File: src/lqv_pkg.sv
// Package for the lock qualifier and blanking-interval detect flag block.
// Assumes one 40 MHz clock domain and an AHB-Lite register slave.
package lqv_pkg;

    // ------------------------------------------------------------
    // Register indexes, byte address = 4x
    // ------------------------------------------------------------
    localparam logic [7:0] LQV_OFF_LOCK_COUNT = 8'h51; // Index, byte = 4x
    localparam logic [7:0] LQV_OFF_FREE_RUN   = 8'h8f; // Index, byte = 4x
    localparam logic [7:0] LQV_OFF_VBI_FLAGS  = 8'h90; // Index, byte = 4x
    localparam logic [7:0] LQV_OFF_IRQ_STATUS = 8'ha0; // Index, byte = 4x
    localparam logic [7:0] LQV_OFF_IRQ_MASK   = 8'ha1; // Index, byte = 4x
    localparam logic [7:0] LQV_OFF_LOCK_STAT  = 8'ha2; // Index, byte = 4x

    // ------------------------------------------------------------
    // Field positions
    // ------------------------------------------------------------
    localparam int LQV_CIL_LSB   = 0; // Count into lock [2:0]
    localparam int LQV_COL_LSB   = 3; // Count out of lock [5:3]
    localparam int LQV_RLS_BIT   = 6; // Raw lock select
    localparam int LQV_FSC_BIT   = 7; // Subcarrier lock enable
    localparam int LQV_PAD_LSB   = 4; // Clock pad select [6:4]

    // ------------------------------------------------------------
    // Reset values
    // ------------------------------------------------------------
    localparam logic [7:0] LQV_RST_LOCK_COUNT = 8'h00;
    localparam logic [7:0] LQV_RST_FREE_RUN   = 8'h00;
    localparam logic [4:0] LQV_RST_IRQ_MASK   = 5'h00;

    // Pad select codes
    localparam logic [2:0] LQV_PAD_PRIMARY = 3'h0;
    localparam logic [2:0] LQV_PAD_HALF    = 3'h5;

    // ------------------------------------------------------------
    // Line counts per 3-bit code
    // ------------------------------------------------------------
    localparam int LQV_CNT_W = 17;
    localparam logic [16:0] LQV_LINES_0 = 17'h00001; // 1 line
    localparam logic [16:0] LQV_LINES_1 = 17'h00002; // 2 lines
    localparam logic [16:0] LQV_LINES_2 = 17'h00005; // 5 lines
    localparam logic [16:0] LQV_LINES_3 = 17'h0000a; // 10 lines
    localparam logic [16:0] LQV_LINES_4 = 17'h00064; // 100 lines
    localparam logic [16:0] LQV_LINES_5 = 17'h001f4; // 500 lines
    localparam logic [16:0] LQV_LINES_6 = 17'h003e8; // 1000 lines
    localparam logic [16:0] LQV_LINES_7 = 17'h186a0; // 100000 lines

    // Raw video-side status, one bundle
    typedef struct packed {
        logic line_strobe;  // One pulse per video line
        logic field_strobe; // One pulse per field
        logic h_lock;       // Horizontal lock
        logic fsc_lock;     // Subcarrier lock
        logic wss_seen;     // Wide screen data seen
        logic ccap_seen;    // Caption sequence seen
        logic edtv_seen;    // EDTV sequence seen
        logic cgms_seen;    // CGMS sequence decoded
    } lqv_raw_t;

endpackage : lqv_pkg

File: src/lqv_line_qual.sv
// Line-run qualifier: turns a raw lock level into a qualified status.
// Assumes inputs are already synchronous to hclk.
`timescale 1ns/1ps
`default_nettype none
module lqv_line_qual
    import lqv_pkg::*;
(
    input  wire logic                 hclk,
    input  wire logic                 hresetn,
    input  wire logic                 line_tick,
    input  wire logic                 raw_lock,
    input  wire logic [LQV_CNT_W-1:0] lines_in,
    input  wire logic [LQV_CNT_W-1:0] lines_out,
    output logic                      locked
);

    logic [LQV_CNT_W-1:0] run_q;    // Unbroken run length
    logic [LQV_CNT_W-1:0] run_d;
    logic                 locked_q; // Qualified status
    logic                 locked_d;

    // ------------------------------------------------------------
    // Run counter and status
    // ------------------------------------------------------------
    // Counts lines that disagree with the present status
    always_comb
    begin
        run_d    = run_q;
        locked_d = locked_q;
        if (raw_lock == locked_q)
        begin
            // Agreement breaks the run, count restarts
            run_d = '0; // [RULE_14]
        end
        else if (line_tick)
        begin
            if (!locked_q && (run_q + 1'b1) >= lines_in)
            begin
                locked_d = 1'b1; // [RULE_01]
                run_d    = '0;
            end
            else if (locked_q && (run_q + 1'b1) >= lines_out)
            begin
                locked_d = 1'b0; // [RULE_02] [RULE_03]
                run_d    = '0;
            end
            else
            begin
                run_d = run_q + 1'b1;
            end
        end
    end

    always_ff @(posedge hclk or negedge hresetn)
    begin
        if (!hresetn)
        begin
            run_q    <= '0;
            locked_q <= 1'b0;
        end
        else
        begin
            run_q    <= run_d;
            locked_q <= locked_d;
        end
    end

    assign locked = locked_q;

endmodule : lqv_line_qual
`default_nettype wire

File: src/lqv_top.sv
// Lock qualifier, clock pad select and blanking-interval detect flags.
// Assumes raw video status pins are asynchronous; AHB-Lite single slave.
`timescale 1ns/1ps
`default_nettype none
// Behaviour
// [RULE_01] Lock shown after programmed in-lock line run
// [RULE_02] Lost lock after programmed out-of-lock run
// [RULE_03] Upper out codes: 10 to 100000 lines
// [RULE_04] Select field-based or line-to-line lock evaluation
// [RULE_05] Optionally require subcarrier lock too
// [RULE_06] Software clears subcarrier enable for component input
// [RULE_07] Pad code 000 drives primary line clock
// [RULE_08] Pad code 101 drives half-rate clock
// [RULE_09] Software sets format 0010 for half-rate
// [RULE_10] Software writes reserved free-run bits zero
// [RULE_11] Flags bit0 wide-screen, bit1 caption detected
// [RULE_12] Flag bit2 shows EDTV sequence detected
// [RULE_13] Flag bit3 shows CGMS sequence decoded
// [RULE_14] Broken run restarts the line counter
module lqv_top
    import lqv_pkg::*;
(
    input  wire logic        hclk,
    input  wire logic        hresetn,
    input  wire logic        hsel,
    input  wire logic [31:0] haddr,
    input  wire logic [1:0]  htrans,
    input  wire logic        hwrite,
    input  wire logic [2:0]  hsize,
    input  wire logic [31:0] hwdata,
    input  wire logic        hready,
    output logic [31:0]      hrdata,
    output logic             hreadyout,
    output logic             hresp,
    input  wire lqv_raw_t    raw_in,
    input  wire logic        primary_line_clock,
    input  wire logic        half_rate_line_clock,
    output logic             line_clock_out,
    output logic             lock_status,
    output logic             irq
);
    import lqv_pkg::*;

    // ------------------------------------------------------------
    // Input synchronisers
    // ------------------------------------------------------------
    lqv_raw_t   raw_s1_q;  // First stage, read only by second
    lqv_raw_t   raw_s2_q;  // Usable synchronised copy
    lqv_raw_t   raw_s3_q;  // Delayed copy for edge detection
    logic [1:0] clk_s1_q;  // Clock sampling, first stage
    logic [1:0] clk_s2_q;  // Clock sampling, second stage

    // Two flops per pin before any logic reads them
    always_ff @(posedge hclk or negedge hresetn)
    begin
        if (!hresetn)
        begin
            raw_s1_q <= '0;
            raw_s2_q <= '0;
            raw_s3_q <= '0;
            clk_s1_q <= '0;
            clk_s2_q <= '0;
        end
        else
        begin
            raw_s1_q <= raw_in;
            raw_s2_q <= raw_s1_q;
            raw_s3_q <= raw_s2_q;
            clk_s1_q <= {half_rate_line_clock, primary_line_clock};
            clk_s2_q <= clk_s1_q;
        end
    end

    logic line_tick;  // One cycle per video line
    logic field_tick; // One cycle per field
    assign line_tick  = raw_s2_q.line_strobe & ~raw_s3_q.line_strobe;
    assign field_tick = raw_s2_q.field_strobe & ~raw_s3_q.field_strobe;

    // ------------------------------------------------------------
    // AHB-Lite slave
    // ------------------------------------------------------------
    logic       ph_wr_q;   // Write data phase pending
    logic       ph_wr_d;
    logic       ph_rd_q;   // Read data phase pending
    logic       ph_rd_d;
    logic [7:0] ph_idx_q;  // Register index of pending phase
    logic [7:0] ph_idx_d;
    logic       addr_ok;   // Taken address phase

    // Size is not decoded: only whole-word transfers occur
    assign addr_ok = hsel & hready & htrans[1];

    // Capture address phase, no wait states
    always_comb
    begin
        ph_wr_d  = addr_ok & hwrite;
        ph_rd_d  = addr_ok & ~hwrite;
        ph_idx_d = addr_ok ? haddr[9:2] : ph_idx_q;
    end

    always_ff @(posedge hclk or negedge hresetn)
    begin
        if (!hresetn)
        begin
            ph_wr_q  <= 1'b0;
            ph_rd_q  <= 1'b0;
            ph_idx_q <= '0;
        end
        else
        begin
            ph_wr_q  <= ph_wr_d;
            ph_rd_q  <= ph_rd_d;
            ph_idx_q <= ph_idx_d;
        end
    end

    // ------------------------------------------------------------
    // Control registers
    // ------------------------------------------------------------
    logic [7:0] lock_cnt_q;  // Lock count control
    logic [7:0] lock_cnt_d;
    logic [7:0] free_run_q;  // Free run line length one
    logic [7:0] free_run_d;
    logic [4:0] irq_mask_q;  // Interrupt enables
    logic [4:0] irq_mask_d;

    // Writes land in the data phase
    always_comb
    begin
        lock_cnt_d = lock_cnt_q;
        free_run_d = free_run_q;
        irq_mask_d = irq_mask_q;
        if (ph_wr_q)
        begin
            unique case (ph_idx_q)
                LQV_OFF_LOCK_COUNT: lock_cnt_d = hwdata[7:0];
                // Reserved bits are expected written as zero
                LQV_OFF_FREE_RUN:   free_run_d = hwdata[7:0]; // [RULE_10]
                LQV_OFF_IRQ_MASK:   irq_mask_d = hwdata[4:0];
                default:            ;
            endcase
        end
    end

    always_ff @(posedge hclk or negedge hresetn)
    begin
        if (!hresetn)
        begin
            lock_cnt_q <= LQV_RST_LOCK_COUNT;
            free_run_q <= LQV_RST_FREE_RUN;
            irq_mask_q <= LQV_RST_IRQ_MASK;
        end
        else
        begin
            lock_cnt_q <= lock_cnt_d;
            free_run_q <= free_run_d;
            irq_mask_q <= irq_mask_d;
        end
    end

    // ------------------------------------------------------------
    // Line count decode
    // ------------------------------------------------------------
    // Same table for both directions
    function automatic logic [LQV_CNT_W-1:0] lines_of(input logic [2:0] c);
        logic [LQV_CNT_W-1:0] n;
        unique case (c)
            3'h0: n = LQV_LINES_0;
            3'h1: n = LQV_LINES_1;
            3'h2: n = LQV_LINES_2;
            3'h3: n = LQV_LINES_3;
            3'h4: n = LQV_LINES_4;
            3'h5: n = LQV_LINES_5;
            3'h6: n = LQV_LINES_6;
            3'h7: n = LQV_LINES_7;
        endcase
        return n;
    endfunction : lines_of

    logic [2:0] count_into_lock;        // Entry code
    logic [2:0] count_out_of_lock;      // Exit code
    logic       raw_lock_select;        // 1: line-to-line
    logic       subcarrier_lock_enable; // 1: need subcarrier too
    assign count_into_lock        = lock_cnt_q[LQV_CIL_LSB +: 3];
    assign count_out_of_lock      = lock_cnt_q[LQV_COL_LSB +: 3];
    assign raw_lock_select        = lock_cnt_q[LQV_RLS_BIT];
    assign subcarrier_lock_enable = lock_cnt_q[LQV_FSC_BIT];

    // ------------------------------------------------------------
    // Raw lock condition
    // ------------------------------------------------------------
    logic cond_now;     // Instant lock condition
    logic field_ok_q;   // Condition held for the whole field
    logic field_ok_d;
    logic field_lock_q; // Field verdict
    logic field_lock_d;
    logic raw_lock;     // Chosen raw lock

    // Subcarrier term only when enabled
    assign cond_now = raw_s2_q.h_lock &
                      (raw_s2_q.fsc_lock | ~subcarrier_lock_enable); // [RULE_05]

    // Field mode latches a verdict at each field boundary
    always_comb
    begin
        field_ok_d   = field_ok_q & cond_now;
        field_lock_d = field_lock_q;
        if (field_tick)
        begin
            field_lock_d = field_ok_q & cond_now; // [RULE_04]
            field_ok_d   = 1'b1;
        end
    end

    always_ff @(posedge hclk or negedge hresetn)
    begin
        if (!hresetn)
        begin
            field_ok_q   <= 1'b1;
            field_lock_q <= 1'b0;
        end
        else
        begin
            field_ok_q   <= field_ok_d;
            field_lock_q <= field_lock_d;
        end
    end

    // Trade-off: field mode reacts only once per field
    assign raw_lock = raw_lock_select ? cond_now : field_lock_q; // [RULE_04]

    logic locked; // Qualified lock

    lqv_line_qual u_qual (
        .hclk      (hclk),
        .hresetn   (hresetn),
        .line_tick (line_tick),
        .raw_lock  (raw_lock),
        .lines_in  (lines_of(count_into_lock)),
        .lines_out (lines_of(count_out_of_lock)),
        .locked    (locked)
    );

    // ------------------------------------------------------------
    // Status, interrupts and outputs
    // ------------------------------------------------------------
    logic [3:0] vbi_flags;   // Detect flags, live
    logic [4:0] irq_ev;      // Event pulses
    logic [4:0] irq_stat_q;  // Sticky events
    logic [4:0] irq_stat_d;
    logic       lock_q;      // Registered lock status
    logic       irq_q;       // Registered interrupt
    logic       clk_out_q;   // Registered pad clock
    logic       clk_out_d;
    logic [2:0] output_clock_pad_select;

    assign vbi_flags = {raw_s2_q.cgms_seen,   // [RULE_13]
                        raw_s2_q.edtv_seen,   // [RULE_12]
                        raw_s2_q.ccap_seen,   // [RULE_11]
                        raw_s2_q.wss_seen};   // [RULE_11]
    assign irq_ev = {locked ^ lock_q,
                     raw_s2_q.cgms_seen & ~raw_s3_q.cgms_seen,
                     raw_s2_q.edtv_seen & ~raw_s3_q.edtv_seen,
                     raw_s2_q.ccap_seen & ~raw_s3_q.ccap_seen,
                     raw_s2_q.wss_seen  & ~raw_s3_q.wss_seen};
    assign output_clock_pad_select = free_run_q[LQV_PAD_LSB +: 3];

    // Set wins over write-one-to-clear
    always_comb
    begin
        irq_stat_d = irq_stat_q;
        // Clear on a status data phase
        if (ph_wr_q && ph_idx_q == LQV_OFF_IRQ_STATUS)
        begin
            irq_stat_d = irq_stat_q & ~hwdata[4:0];
        end
        // Applied last, so an event in the clear cycle stays
        irq_stat_d = irq_stat_d | irq_ev;
    end

    // Pad clock: sampled copy, a 40 MHz clock cannot carry 27 MHz
    always_comb
    begin
        if (output_clock_pad_select == LQV_PAD_HALF)
        begin
            clk_out_d = clk_s2_q[1]; // [RULE_08]
        end
        else
        begin
            // Every other code falls back to primary
            clk_out_d = clk_s2_q[0]; // [RULE_07]
        end
    end

    // Registered at the address edge, so the data
    // stands exactly during the data phase
    logic [31:0] rd_d; // Read mux
    always_comb
    begin
        rd_d = '0;
        unique case (ph_idx_d)
            LQV_OFF_LOCK_COUNT: rd_d[7:0] = lock_cnt_q;
            LQV_OFF_FREE_RUN:   rd_d[7:0] = free_run_q;
            LQV_OFF_VBI_FLAGS:  rd_d[3:0] = vbi_flags;
            LQV_OFF_IRQ_STATUS: rd_d[4:0] = irq_stat_q;
            LQV_OFF_IRQ_MASK:   rd_d[4:0] = irq_mask_q;
            LQV_OFF_LOCK_STAT:  rd_d[0]   = locked;
            default:            ;
        endcase
        // Idle cycles read as zero
        if (!ph_rd_d)
        begin
            rd_d = '0;
        end
    end

    always_ff @(posedge hclk or negedge hresetn)
    begin
        if (!hresetn)
        begin
            irq_stat_q <= '0;
            lock_q     <= 1'b0;
            irq_q      <= 1'b0;
            clk_out_q  <= 1'b0;
            hrdata     <= '0;
        end
        else
        begin
            irq_stat_q <= irq_stat_d;
            lock_q     <= locked;
            irq_q      <= |(irq_stat_d & irq_mask_d);
            clk_out_q  <= clk_out_d;
            hrdata     <= rd_d;
        end
    end

    assign hreadyout      = 1'b1;
    assign hresp          = 1'b0;
    assign lock_status    = lock_q;
    assign irq            = irq_q;
    assign line_clock_out = clk_out_q;

endmodule : lqv_top
`default_nettype wire

File: config.mk
export PLATFORM = sky130hd
export DESIGN_NAME = lqv_top
export DESIGN_NICKNAME = d
export VERILOG_FILES = /design/src/lqv_pkg.sv /design/src/lqv_line_qual.sv /design/src/lqv_top.sv
export SDC_FILE = /design/constraint.sdc
export NUM_CORES = 1
export LEC_CHECK = 0
export ABC_AREA = 1
export CELL_PAD_IN_SITES_DETAIL_PLACEMENT = 2
export CELL_PAD_IN_SITES_GLOBAL_PLACEMENT = 2
export CORE_MARGIN = 3
export CORE_UTILIZATION = 35
export DETAILED_ROUTE_END_ITERATION = 16
export DONT_BUFFER_PORTS = 1
export GPL_TIMING_DRIVEN = 0
export PLACE_DENSITY = 0.79
export SKIP_LAST_GASP = 1
export SLEW_MARGIN = 40
export SYNTH_ARGS = -nofsm -noshare
export SYNTH_HDL_FRONTEND = slang
export SYNTH_SLANG_ARGS = --single-unit
File: constraint.sdc
create_clock -name hclk -period 5.93 [get_ports hclk]
set_input_delay 0.2965 -clock hclk [delete_from_list [all_inputs] [get_ports hclk]]
set_output_delay 0.2965 -clock hclk [all_outputs]
set_load 0.05 [all_outputs]
==> results of run 1 <==
==> cell usage after synthesis, types with 2 or more instances <==
master    count  area, sq um
nor4_1        3         18.8
clkbuf_1      4         15.0
nand3_1      27          135
or2_2         4         25.0
conb_1        2         7.51
o21ai_2       9         78.8
nor2_2        3         18.8
nor2_1       27          101
a21oi_1      16         80.1
o21ai_0      41          205
buf_2         2         10.0
nand4_1      10         62.6
ha_1         34          425
xor2_1        8         70.1
inv_1        69          259
mux2_2        2         22.5
nand2_1     158          593
dfrtp_1      91         2280
a21oi_2       2         17.5
o21a_1        3         22.5
buf_4        26          195
nand3b_1      2         15.0
nand2_2       3         18.8
a211oi_1      2         15.0
nor3_2        2         20.0
o22ai_1       2         12.5
xnor2_1       3         26.3
nand3_2       3         30.0
nor3_1       10         50.1
==> how the worst max path moves through the flow <==
stage | to | slack, ns | depth (start not counted)
6_report | u_qual.run_q[9] | 2.38 | 20
5_1_grt | u_qual.run_q[9] | 1.93 | 20
4_1_cts | u_qual.run_q[9] | 2.30 | 20
3_5_place_dp | u_qual.run_q[0] | 2.39 | 20
3_3_place_gp | u_qual.run_q[16] | 2.57 | 20
2_1_floorplan | u_qual.run_q[0] | 3.17 | 20
==> per-stage QoR <==
step,cells,utilization
2_1_floorplan,604,-
3_3_place_gp,780,0.388
3_5_place_dp,780,0.388
4_1_cts,808,0.421
5_1_grt,808,0.421
6_report,808,0.421
==> metal layers <==
metal | global-route usage | part of all wire
met1 | 0.197 | 0.41
met2 | 0.348 | 0.55
met3 | 0.0392 | 0.024
met4 | 0.0504 | 0.019
met5 | 0 | 0
==> cell families (layout without fill, tap and decap cells) <==
logic type | after synthesis | in the layout | synth area share
AO/OA/AOI/OAI | 81 | 81 | 0.0978
XOR/XNOR | 11 | 11 | 0.0195
adder cells (fa/ha/maj) | 34 | 34 | 0.0859
buffers and inverters | 102 | 130 | 0.0975
flip-flops | 92 | 92 | 0.465
multiplexers | 3 | 3 | 0.00657
other | 2 | 26 | 0.00152
AND/OR/NAND/NOR | 255 | 255 | 0.226
==> flip-flops by register name (all words and copies together), names as in the netlist, 2 cells and up <==
register and cells:
u_qual.run_q 17, free_run_q 8, hrdata 8, lock_cnt_q 8
ph_idx_q 8, raw_s1_q 8, raw_s2_q 8, raw_s3_q 6
irq_mask_q 5, irq_stat_q 5, clk_s1_q 2, clk_s2_q 2
==> timing repair <==
action                    4_1_cts  5_1_grt
gates resized for setup         0        0
hold buffers                   12        0
hold endpoints to repair      102        0
==> worst max-delay path, delay by kind of cell (launching register included) <==
kind	cells	cell delay, ns
adder cells (fa/ha/maj)	2	0.59
buffers and inverters	1	0.12
XOR/XNOR	1	0.25
AO/OA/AOI/OAI	1	0.17
flip-flops	1	0.48
AND/OR/NAND/NOR	15	1.87
==> where the power goes <==
group	total, mW	internal [mW]	switching (mW)	leakage, nW
logic	0.190	0.0593	0.131	1.76
clock network	0.605	0.346	0.259	0.153
registers	0.677	0.653	0.0234	1.05
total	1.47	1.06	0.414	2.97
==> area by class of cell <==
| type | instances | share of cell area |
|---|---|---|
| sequential | 92 | 0.403 |
| clock buffer | 11 | 0.0425 |
| multi-input combinational | 410 | 0.395 |
| timing repair buffer | 12 | 0.0241 |
| clock inverter | 5 | 0.0118 |
| inverter | 70 | 0.0460 |
| tap | 176 | 0.0386 |
| buffer | 32 | 0.0386 |
==> impl_metrics.env, run 1 <==
export IMPL_powerDensity_mw_per_mm2=258
export IMPL_cts_sinks=92
export IMPL_diodes=0
export IMPL_avgSynthCellArea_sq_um=8.54
export IMPL_relSlewSlack=0.587
export IMPL_antenna_found_initial=0
export IMPL_worstHoldPathType="input pin to flop"
export IMPL_hold_path_startpoint="hwrite"
export IMPL_coreArea_sq_mm=0.0136
export IMPL_cp_arrival_ns=3.82
export IMPL_hold_violations=0
export IMPL_avgViaCountPerCell=4.90
export IMPL_register_area_sq_mm=0.00230
export IMPL_first_pass_iters=5
export IMPL_vdd_drop_max_uv=215
export IMPL_fmaxAchievable_mhz=282
export IMPL_yosys_most_used_dff="dfrtp_1"
export IMPL_min_to="ph_wr_q"
export IMPL_syn_cell_area_sq_mm=0.00495
export IMPL_clockRootBuffer="clkbuf_16"
export IMPL_final_cell_mix="nand2_1, dfrtp_1, inv_1"
export IMPL_grt_pass1_vias=4548
export IMPL_cap_viol_max_count=0
export IMPL_outcome="finished clean"
export IMPL_power_leakage_nw=2.97
export IMPL_nets=745
export IMPL_clk_pin_slew_ns=0.07
export IMPL_grt_ovfl_total=0
export IMPL_cts_tree="yes"
export IMPL_clkLatencyLatePin_ns=0.35
export IMPL_setup_tns_final_ns=0
export IMPL_drt_initial_drc_count=122
export IMPL_setup_ws_ns=2.38
export IMPL_wl_per_cell_um=16.5
export IMPL_ff2ff_path_depth=20
export IMPL_yosysSeqAreaShare=0.465
export IMPL_fillers=1509
export IMPL_gp_congestion=0.806
export IMPL_skew_ns=0.00906
export IMPL_grt_start_max_net_pins=93
export IMPL_drv_slew=0
export IMPL_critPathRequiredTime_ns=6.20
export IMPL_setup_viol=0
export IMPL_pin_count=121
export IMPL_routed_wl_um=13300
export IMPL_reg2reg_from="u_qual.run_q[0]"
export IMPL_cts_buffers=9
export IMPL_cp_start_kind="flop"
export IMPL_ant_nets=0
export IMPL_synth_warnings=0
export IMPL_whs_path_depth=2
export IMPL_hold_ws_ns=0.0515
export IMPL_worstSetupEndpointType="flop"
export IMPL_crit_path_max_fanout=10
export IMPL_detailroute_via_count=3962
export IMPL_drive_gt1_frac=0.122
export IMPL_syn_inst=580
export IMPL_rows=42
export IMPL_cts_buffer_depth=2
export IMPL_area_growth_pct=15.3
export IMPL_dieWidth_um=125
export IMPL_dp_slack_ns=2.39
export IMPL_synth_seq_cells=92
export IMPL_cp_startpoint="u_qual.run_q[0]"
export IMPL_drc=0
export IMPL_mostFrequentLayoutCell="nand2_1"
export IMPL_multi_input_area_sq_mm=0.00225
export IMPL_r2r_end="u_qual.run_q[9]"
export IMPL_cts_max_level=3
export IMPL_async_reset_ff_frac=1.00
export IMPL_grt_first_pass_wirelength_um=22800
export IMPL_cp_cell_sequence="ha_1 > nand3_2 > nor2_4 > nand3_1 > xor2_1 > inv_1 > ha_1 > nand2_1 > nor2_1 > nor3b_1 > nand2_1 > nand2_1 > nand2_1 > nand2_1 > nand3_1 > nand2_1 > nand2_1 > nand2_1 > nand2_4 > o21ai_2"
export IMPL_dieArea_sq_mm=0.0156
export IMPL_tightest_slew_ns=0.619
export IMPL_path_class="flop to flop"
export IMPL_slowest_delay_ns=0.48
export IMPL_placed_area_sq_mm=0.00526
export IMPL_postCtsSetupBuffers=0
export IMPL_slowest_stage="dfrtp_1"
export IMPL_period_minus_slack_ns=3.55
export IMPL_synth_edf_count=0
export IMPL_period_share=0.599
export IMPL_p_total_mw=1.47
export IMPL_die_h_um=125
export IMPL_dp_hpwl_um=10400
export IMPL_track_usage=0.180
export IMPL_rrSetupSlack_ns=2.38
export IMPL_cp_common_cell="nand2_1"
export IMPL_start_util=0.365
export IMPL_design_area_sq_mm=0.00571
export IMPL_synth_distinct_cells=41
export IMPL_port_buffers=0
export IMPL_rsz0062_at_grt="no"
No activity file was read; power rests on OpenSTA's default activity.
==> run 2: changes to the inputs <==
- ABC_AREA: 1 -> 0
- clock period: 5.93 -> 2.9 ns (I/O delays scaled with it)
==> impl_metrics.env, run 2 <==
export IMPL_cts_max_level=3
export IMPL_skew_ns=0.0194
export IMPL_synth_warnings=0
export IMPL_vdd_drop_max_uv=452
export IMPL_synth_distinct_cells=59
export IMPL_crit_path_max_fanout=5
export IMPL_async_reset_ff_frac=1.00
export IMPL_synth_common_cells="dfrtp_1, nand2_1, ha_1"
export IMPL_die_h_um=124
export IMPL_drv_slew=0
export IMPL_period_minus_slack_ns=3.29
export IMPL_netlist_top_cells_area="dfrtp_1, ha_1, nand2_1"
export IMPL_stdcell_count=754
export IMPL_grt_first_pass_wirelength_um=26400
export IMPL_rsz0062_at_grt="yes"
export IMPL_top_register="u_qual.run_q"
export IMPL_cp_start_kind="flop"
export IMPL_yosysTopAreaCellShare=0.464
export IMPL_avgViaCountPerCell=5.35
export IMPL_yosys_area_top_type="dfrtp_1"
export IMPL_first_pass_iters=4
export IMPL_cp_arrival_ns=3.54
export IMPL_avgSynthCellArea_sq_um=10.2
export IMPL_path_class="flop to flop"
export IMPL_drive_gt1_frac=0.308
export IMPL_cts_buffer_depth=2
export IMPL_ant_nets=0
export IMPL_synth_most_common_cell="dfrtp_1"
export IMPL_grt_pass1_vias=4518
export IMPL_powerDensity_mw_per_mm2=494
export IMPL_setup_viol=18
export IMPL_setup_ws_ns=-0.387
export IMPL_clkLatencyLatePin_ns=0.37
export IMPL_outcome="finished, violations left"
export IMPL_coreArea_sq_mm=0.0135
export IMPL_routed_wl_um=18200
export IMPL_gp_congestion=0.755
export IMPL_drt_initial_drc_count=300
export IMPL_cts_buffers=9
export IMPL_hold_violations=0
export IMPL_diodes=0
export IMPL_drc=0
export IMPL_track_usage=0.219
export IMPL_yosys_most_used_dff="dfrtp_1"
export IMPL_power_leakage_nw=3.05
export IMPL_dieWidth_um=124
export IMPL_yosysSeqAreaShare=0.470
export IMPL_cap_viol_max_count=0
export IMPL_wl_per_cell_um=24.2
export IMPL_hold_ws_ns=0.0169
export IMPL_area_growth_pct=32.3
export IMPL_placed_cells=681
export IMPL_worstHoldPathType="input pin to flop"
export IMPL_nets=691
export IMPL_detailroute_via_count=4031
export IMPL_grt_start_max_net_pins=93
export IMPL_syn_inst=480
export IMPL_synth_seq_cells=92
export IMPL_fmaxAchievable_mhz=304
export IMPL_largest_reg_flops=17
export IMPL_violations="setup timing"
export IMPL_pin_count=121
export IMPL_antenna_found_initial=0
export IMPL_register_area_sq_mm=0.00231
export IMPL_cts_sinks=92
export IMPL_mostFrequentLayoutCell="dfrtp_1"
export IMPL_critPathRequiredTime_ns=3.15
export IMPL_dp_hpwl_um=10100
export IMPL_relSlewSlack=0.485
export IMPL_multi_input_area_sq_mm=0.00272
export IMPL_syn_cell_area_sq_mm=0.00490
export IMPL_cts_tree="yes"
export IMPL_clk_pin_slew_ns=0.09
export IMPL_grt_ovfl_total=0
export IMPL_dieArea_sq_mm=0.0155
export IMPL_period_share=1.13
export IMPL_synth_edf_count=0
export IMPL_fillers=1373
export IMPL_worstSetupEndpointType="flop"
export IMPL_final_cell_mix="dfrtp_1, nand2_1, buf_4"
export IMPL_clockRootBuffer="clkbuf_16"
export IMPL_port_buffers=0
export IMPL_tightest_slew_ns=0.771
export IMPL_rows=42
export IMPL_start_util=0.365
## run 2: timing repair
action	in CTS	in global routing
pin swaps	24	16
hold buffers	25	1
gates cloned	1	0
buffers inserted	20	11
resized for setup	60	24
endpoints found under the setup margin	18	19
hold endpoints to repair	128	1
## run 2: where the power goes
group / total (mW) / switching [mW] / internal (mW) / leakage (nW)
sequential: 1.40 / 0.0580 / 1.34 / 1.10
combinational: 0.443 / 0.287 / 0.156 / 1.79
clock: 1.36 / 0.592 / 0.772 / 0.164
## run 2: kinds of logic after synthesis
kind of cell	count (synthesis)	synth area share
muxes	28	0.0628
other	2	0.00153
DFF	92	0.470
buffers and inverters	63	0.0709
xor gates and xnor gates	11	0.0196
AOI/OAI and AO/OA	85	0.116
adders and majority gates	35	0.0890
and+or+nand+nor	164	0.171
## run 2: worst paths after layout
check,startpoint,to,slack (ns),cells past startpoint
min in group asynchronous,hresetn,raw_s1_q[0],0.37,2
max in group asynchronous,hresetn,u_qual.run_q[4],2.11,2
worst max-delay path,u_qual.run_q[0],u_qual.run_q[13],-0.39,16
worst min-delay path,hwrite,hrdata[2],0.02,3
worst max register to register,u_qual.run_q[0],u_qual.run_q[13],-0.39,16
worst min register to register,raw_s1_q[5],raw_s2_q[5],0.35,0
## run 2: cell type report
cell class                      count  share of cell area
Multi-Input combinational cell    349               0.420
Sequential cell                    92               0.356
Timing Repair Buffer               59              0.0850
Buffer                             35              0.0386
Clock buffer                        9              0.0347
Tap cell                          176              0.0339
Clock inverter                      7              0.0162
Inverter                           27              0.0156
## run 2: per-stage QoR
stage | util | setup TNS (ns) | setup WS (ns) | area, sq um | total power [mW]
4_1_cts | 0.469 | -1.71 | -0.179 | 6310 | 3.17
2_1_floorplan | - | 0 | 0.0152 | 5030 | 1.66
5_1_grt | 0.483 | -7.18 | -0.506 | 6490 | 3.32
6_report | 0.483 | -4.96 | -0.387 | 6490 | 3.21
3_3_place_gp | 0.391 | -7.46 | -0.490 | 5250 | 1.71
3_5_place_dp | 0.391 | -8.62 | -0.555 | 5270 | 1.74
## run 2: critical path, stage by stage, from the launching register on
cell and delay (ns):
dfrtp_2 0.44, ha_4 0.20, nand2_4 0.07, nor2_4 0.12, nand2_2 0.08, xor2_2 0.17
inv_2 0.09, ha_4 0.32, nand3_4 0.12, nor2_4 0.16, a311oi_4 0.13, maj3_2 0.36
a31oi_4 0.23, a2bb2oi_4 0.24, buf_6 0.17, nor2_2 0.04, a211o_1 0.25
## run 2: layer usage
layer | part of all wire | vias to the layer above | GRT usage
li1 | - | 1794 | -
met1 | 0.41 | 2117 | 0.261
met2 | 0.54 | 96 | 0.387
met3 | 0.035 | 24 | 0.0493
met4 | 0.020 | 0 | 0.0767
met5 | 0 | - | 0
==> run 3: changes to the inputs <==
- PLACE_DENSITY: 0.79 -> 0.8
==> impl_metrics.env, run 3 (same netlist as run 2, synthesis figures left out) <==
export IMPL_outcome="finished, violations left"
export IMPL_violations="setup timing"
export IMPL_grt_start_max_net_pins=93
export IMPL_track_usage=0.228
export IMPL_dp_slack_ns=-0.678
export IMPL_critPathRequiredTime_ns=3.13
export IMPL_coreArea_sq_mm=0.0135
export IMPL_worstSetupEndpointType="flop"
export IMPL_clockRootBuffer="clkbuf_16"
export IMPL_avgViaCountPerCell=5.38
export IMPL_fmaxAchievable_mhz=304
export IMPL_detailroute_via_count=4028
export IMPL_dieArea_sq_mm=0.0155
export IMPL_cts_buffer_depth=2
export IMPL_worstHoldPathType="input pin to flop"
export IMPL_relSlewSlack=0.419
export IMPL_setup_viol=18
export IMPL_nets=686
export IMPL_cts_buffers=9
export IMPL_skew_ns=0.0108
export IMPL_design_area_sq_mm=0.00641
export IMPL_cts_max_level=3
export IMPL_period_minus_slack_ns=3.29
export IMPL_clkLatencyLatePin_ns=0.35
export IMPL_ant_nets=0
export IMPL_pin_count=121
export IMPL_setup_tns_final_ns=-5.09
export IMPL_wl_per_cell_um=23.8
export IMPL_dieWidth_um=124
export IMPL_gp_congestion=0.758
export IMPL_cts_sinks=92
export IMPL_port_buffers=0
export IMPL_routed_wl_um=17800
export IMPL_drt_initial_drc_count=224
export IMPL_top_register="u_qual.run_q"
export IMPL_drv_slew=0
export IMPL_cp_arrival_ns=3.52
export IMPL_final_cell_mix="dfrtp_1, nand2_1, buf_4"
export IMPL_rows=42
export IMPL_placed_cells=681
export IMPL_area_growth_pct=30.7
export IMPL_first_pass_iters=4
export IMPL_hold_violations=0
export IMPL_vdd_drop_max_uv=237
export IMPL_cp_start_kind="flop"
export IMPL_period_share=1.13
export IMPL_grt_pass1_vias=4710
export IMPL_rrSetupSlack_ns=-0.39
export IMPL_path_class="flop to flop"
export IMPL_cap_viol_max_count=0
export IMPL_clk_pin_slew_ns=0.07
export IMPL_hold_ws_ns=0.0109
export IMPL_die_h_um=124
export IMPL_crit_path_max_fanout=7
export IMPL_diodes=0
export IMPL_rsz0062_at_grt="yes"
export IMPL_drc=0
export IMPL_largest_reg_flops=17
export IMPL_grt_first_pass_wirelength_um=27600
export IMPL_tightest_slew_ns=0.860
export IMPL_antenna_found_initial=0
export IMPL_powerDensity_mw_per_mm2=496
export IMPL_dp_hpwl_um=9910
export IMPL_power_leakage_nw=3.02
export IMPL_start_util=0.365
export IMPL_setup_ws_ns=-0.386
export IMPL_stdcell_count=749
export IMPL_drive_gt1_frac=0.295
export IMPL_placed_area_sq_mm=0.00527
export IMPL_grt_ovfl_total=0
export IMPL_mostFrequentLayoutCell="dfrtp_1"
export IMPL_cts_tree="yes"
## run 3: timing repair
action	4_1_cts	5_1_grt
setup buffers	16	10
cloned	1	0
gates resized for setup	53	32
pin swaps	17	11
hold buffers	25	0
endpoints found under the hold margin	129	0
endpoints found under the setup margin	21	18
## run 3: path summary, 6_finish.rpt
check | endpoint | cells after the start | from
min | ph_idx_q[5] | 1 | haddr[7]
max in group asynchronous | field_ok_q | 2 | hresetn
max reg2reg | u_qual.run_q[13] | 14 | u_qual.run_q[1]
max | u_qual.run_q[13] | 14 | u_qual.run_q[1]
min reg2reg | raw_s2_q[3] | 0 | raw_s1_q[3]
min in group asynchronous | ph_idx_q[2] | 2 | hresetn
## run 3: cell type report
| class | count | area, sq um |
|---|---|---|
| plain buffers | 36 | 255 |
| clock buffers | 10 | 239 |
| clock inverters | 6 | 93.8 |
| fillers | 1388 | 7040 |
| inverters | 27 | 101 |
| multi-input cells | 349 | 2710 |
| flip-flops and latches | 92 | 2310 |
| well taps | 176 | 220 |
| repair buffers | 53 | 479 |
## run 3: worst max-delay path, cell delays in order (launching register included)
cell and delay (ns):
dfrtp_2 0.42, buf_4 0.14, nand3_4 0.14, o21ai_1 0.29
nand2_2 0.15, ha_2 0.37, nand3_4 0.10, o22ai_4 0.17
a311oi_4 0.07, maj3_2 0.38, a31oi_4 0.22, a2bb2oi_4 0.25
buf_6 0.16, nor2_2 0.03, a211o_1 0.25
## run 3: power by group
part / total [mW] / internal (mW) / switching, mW
clock network: 1.35 / 0.790 / 0.562
registers: 1.40 / 1.34 / 0.0534
logic: 0.434 / 0.148 / 0.285
## run 3: per-layer routing
metal / vias to the layer above / GRT usage / share of wire
met5: - / 0 / 0
met2: 121 / 0.397 / 0.53
met4: 0 / 0.0735 / 0.027
met1: 2085 / 0.283 / 0.40
met3: 39 / 0.0455 / 0.043
li1: 1783 / - / -
## run 3: per-stage QoR
stage          utilization  power [mW]
6_report             0.477        3.18
4_1_cts              0.463        3.16
5_1_grt              0.477        3.31
3_5_place_dp         0.391        1.74
2_1_floorplan            -        1.66
3_3_place_gp         0.391        1.71
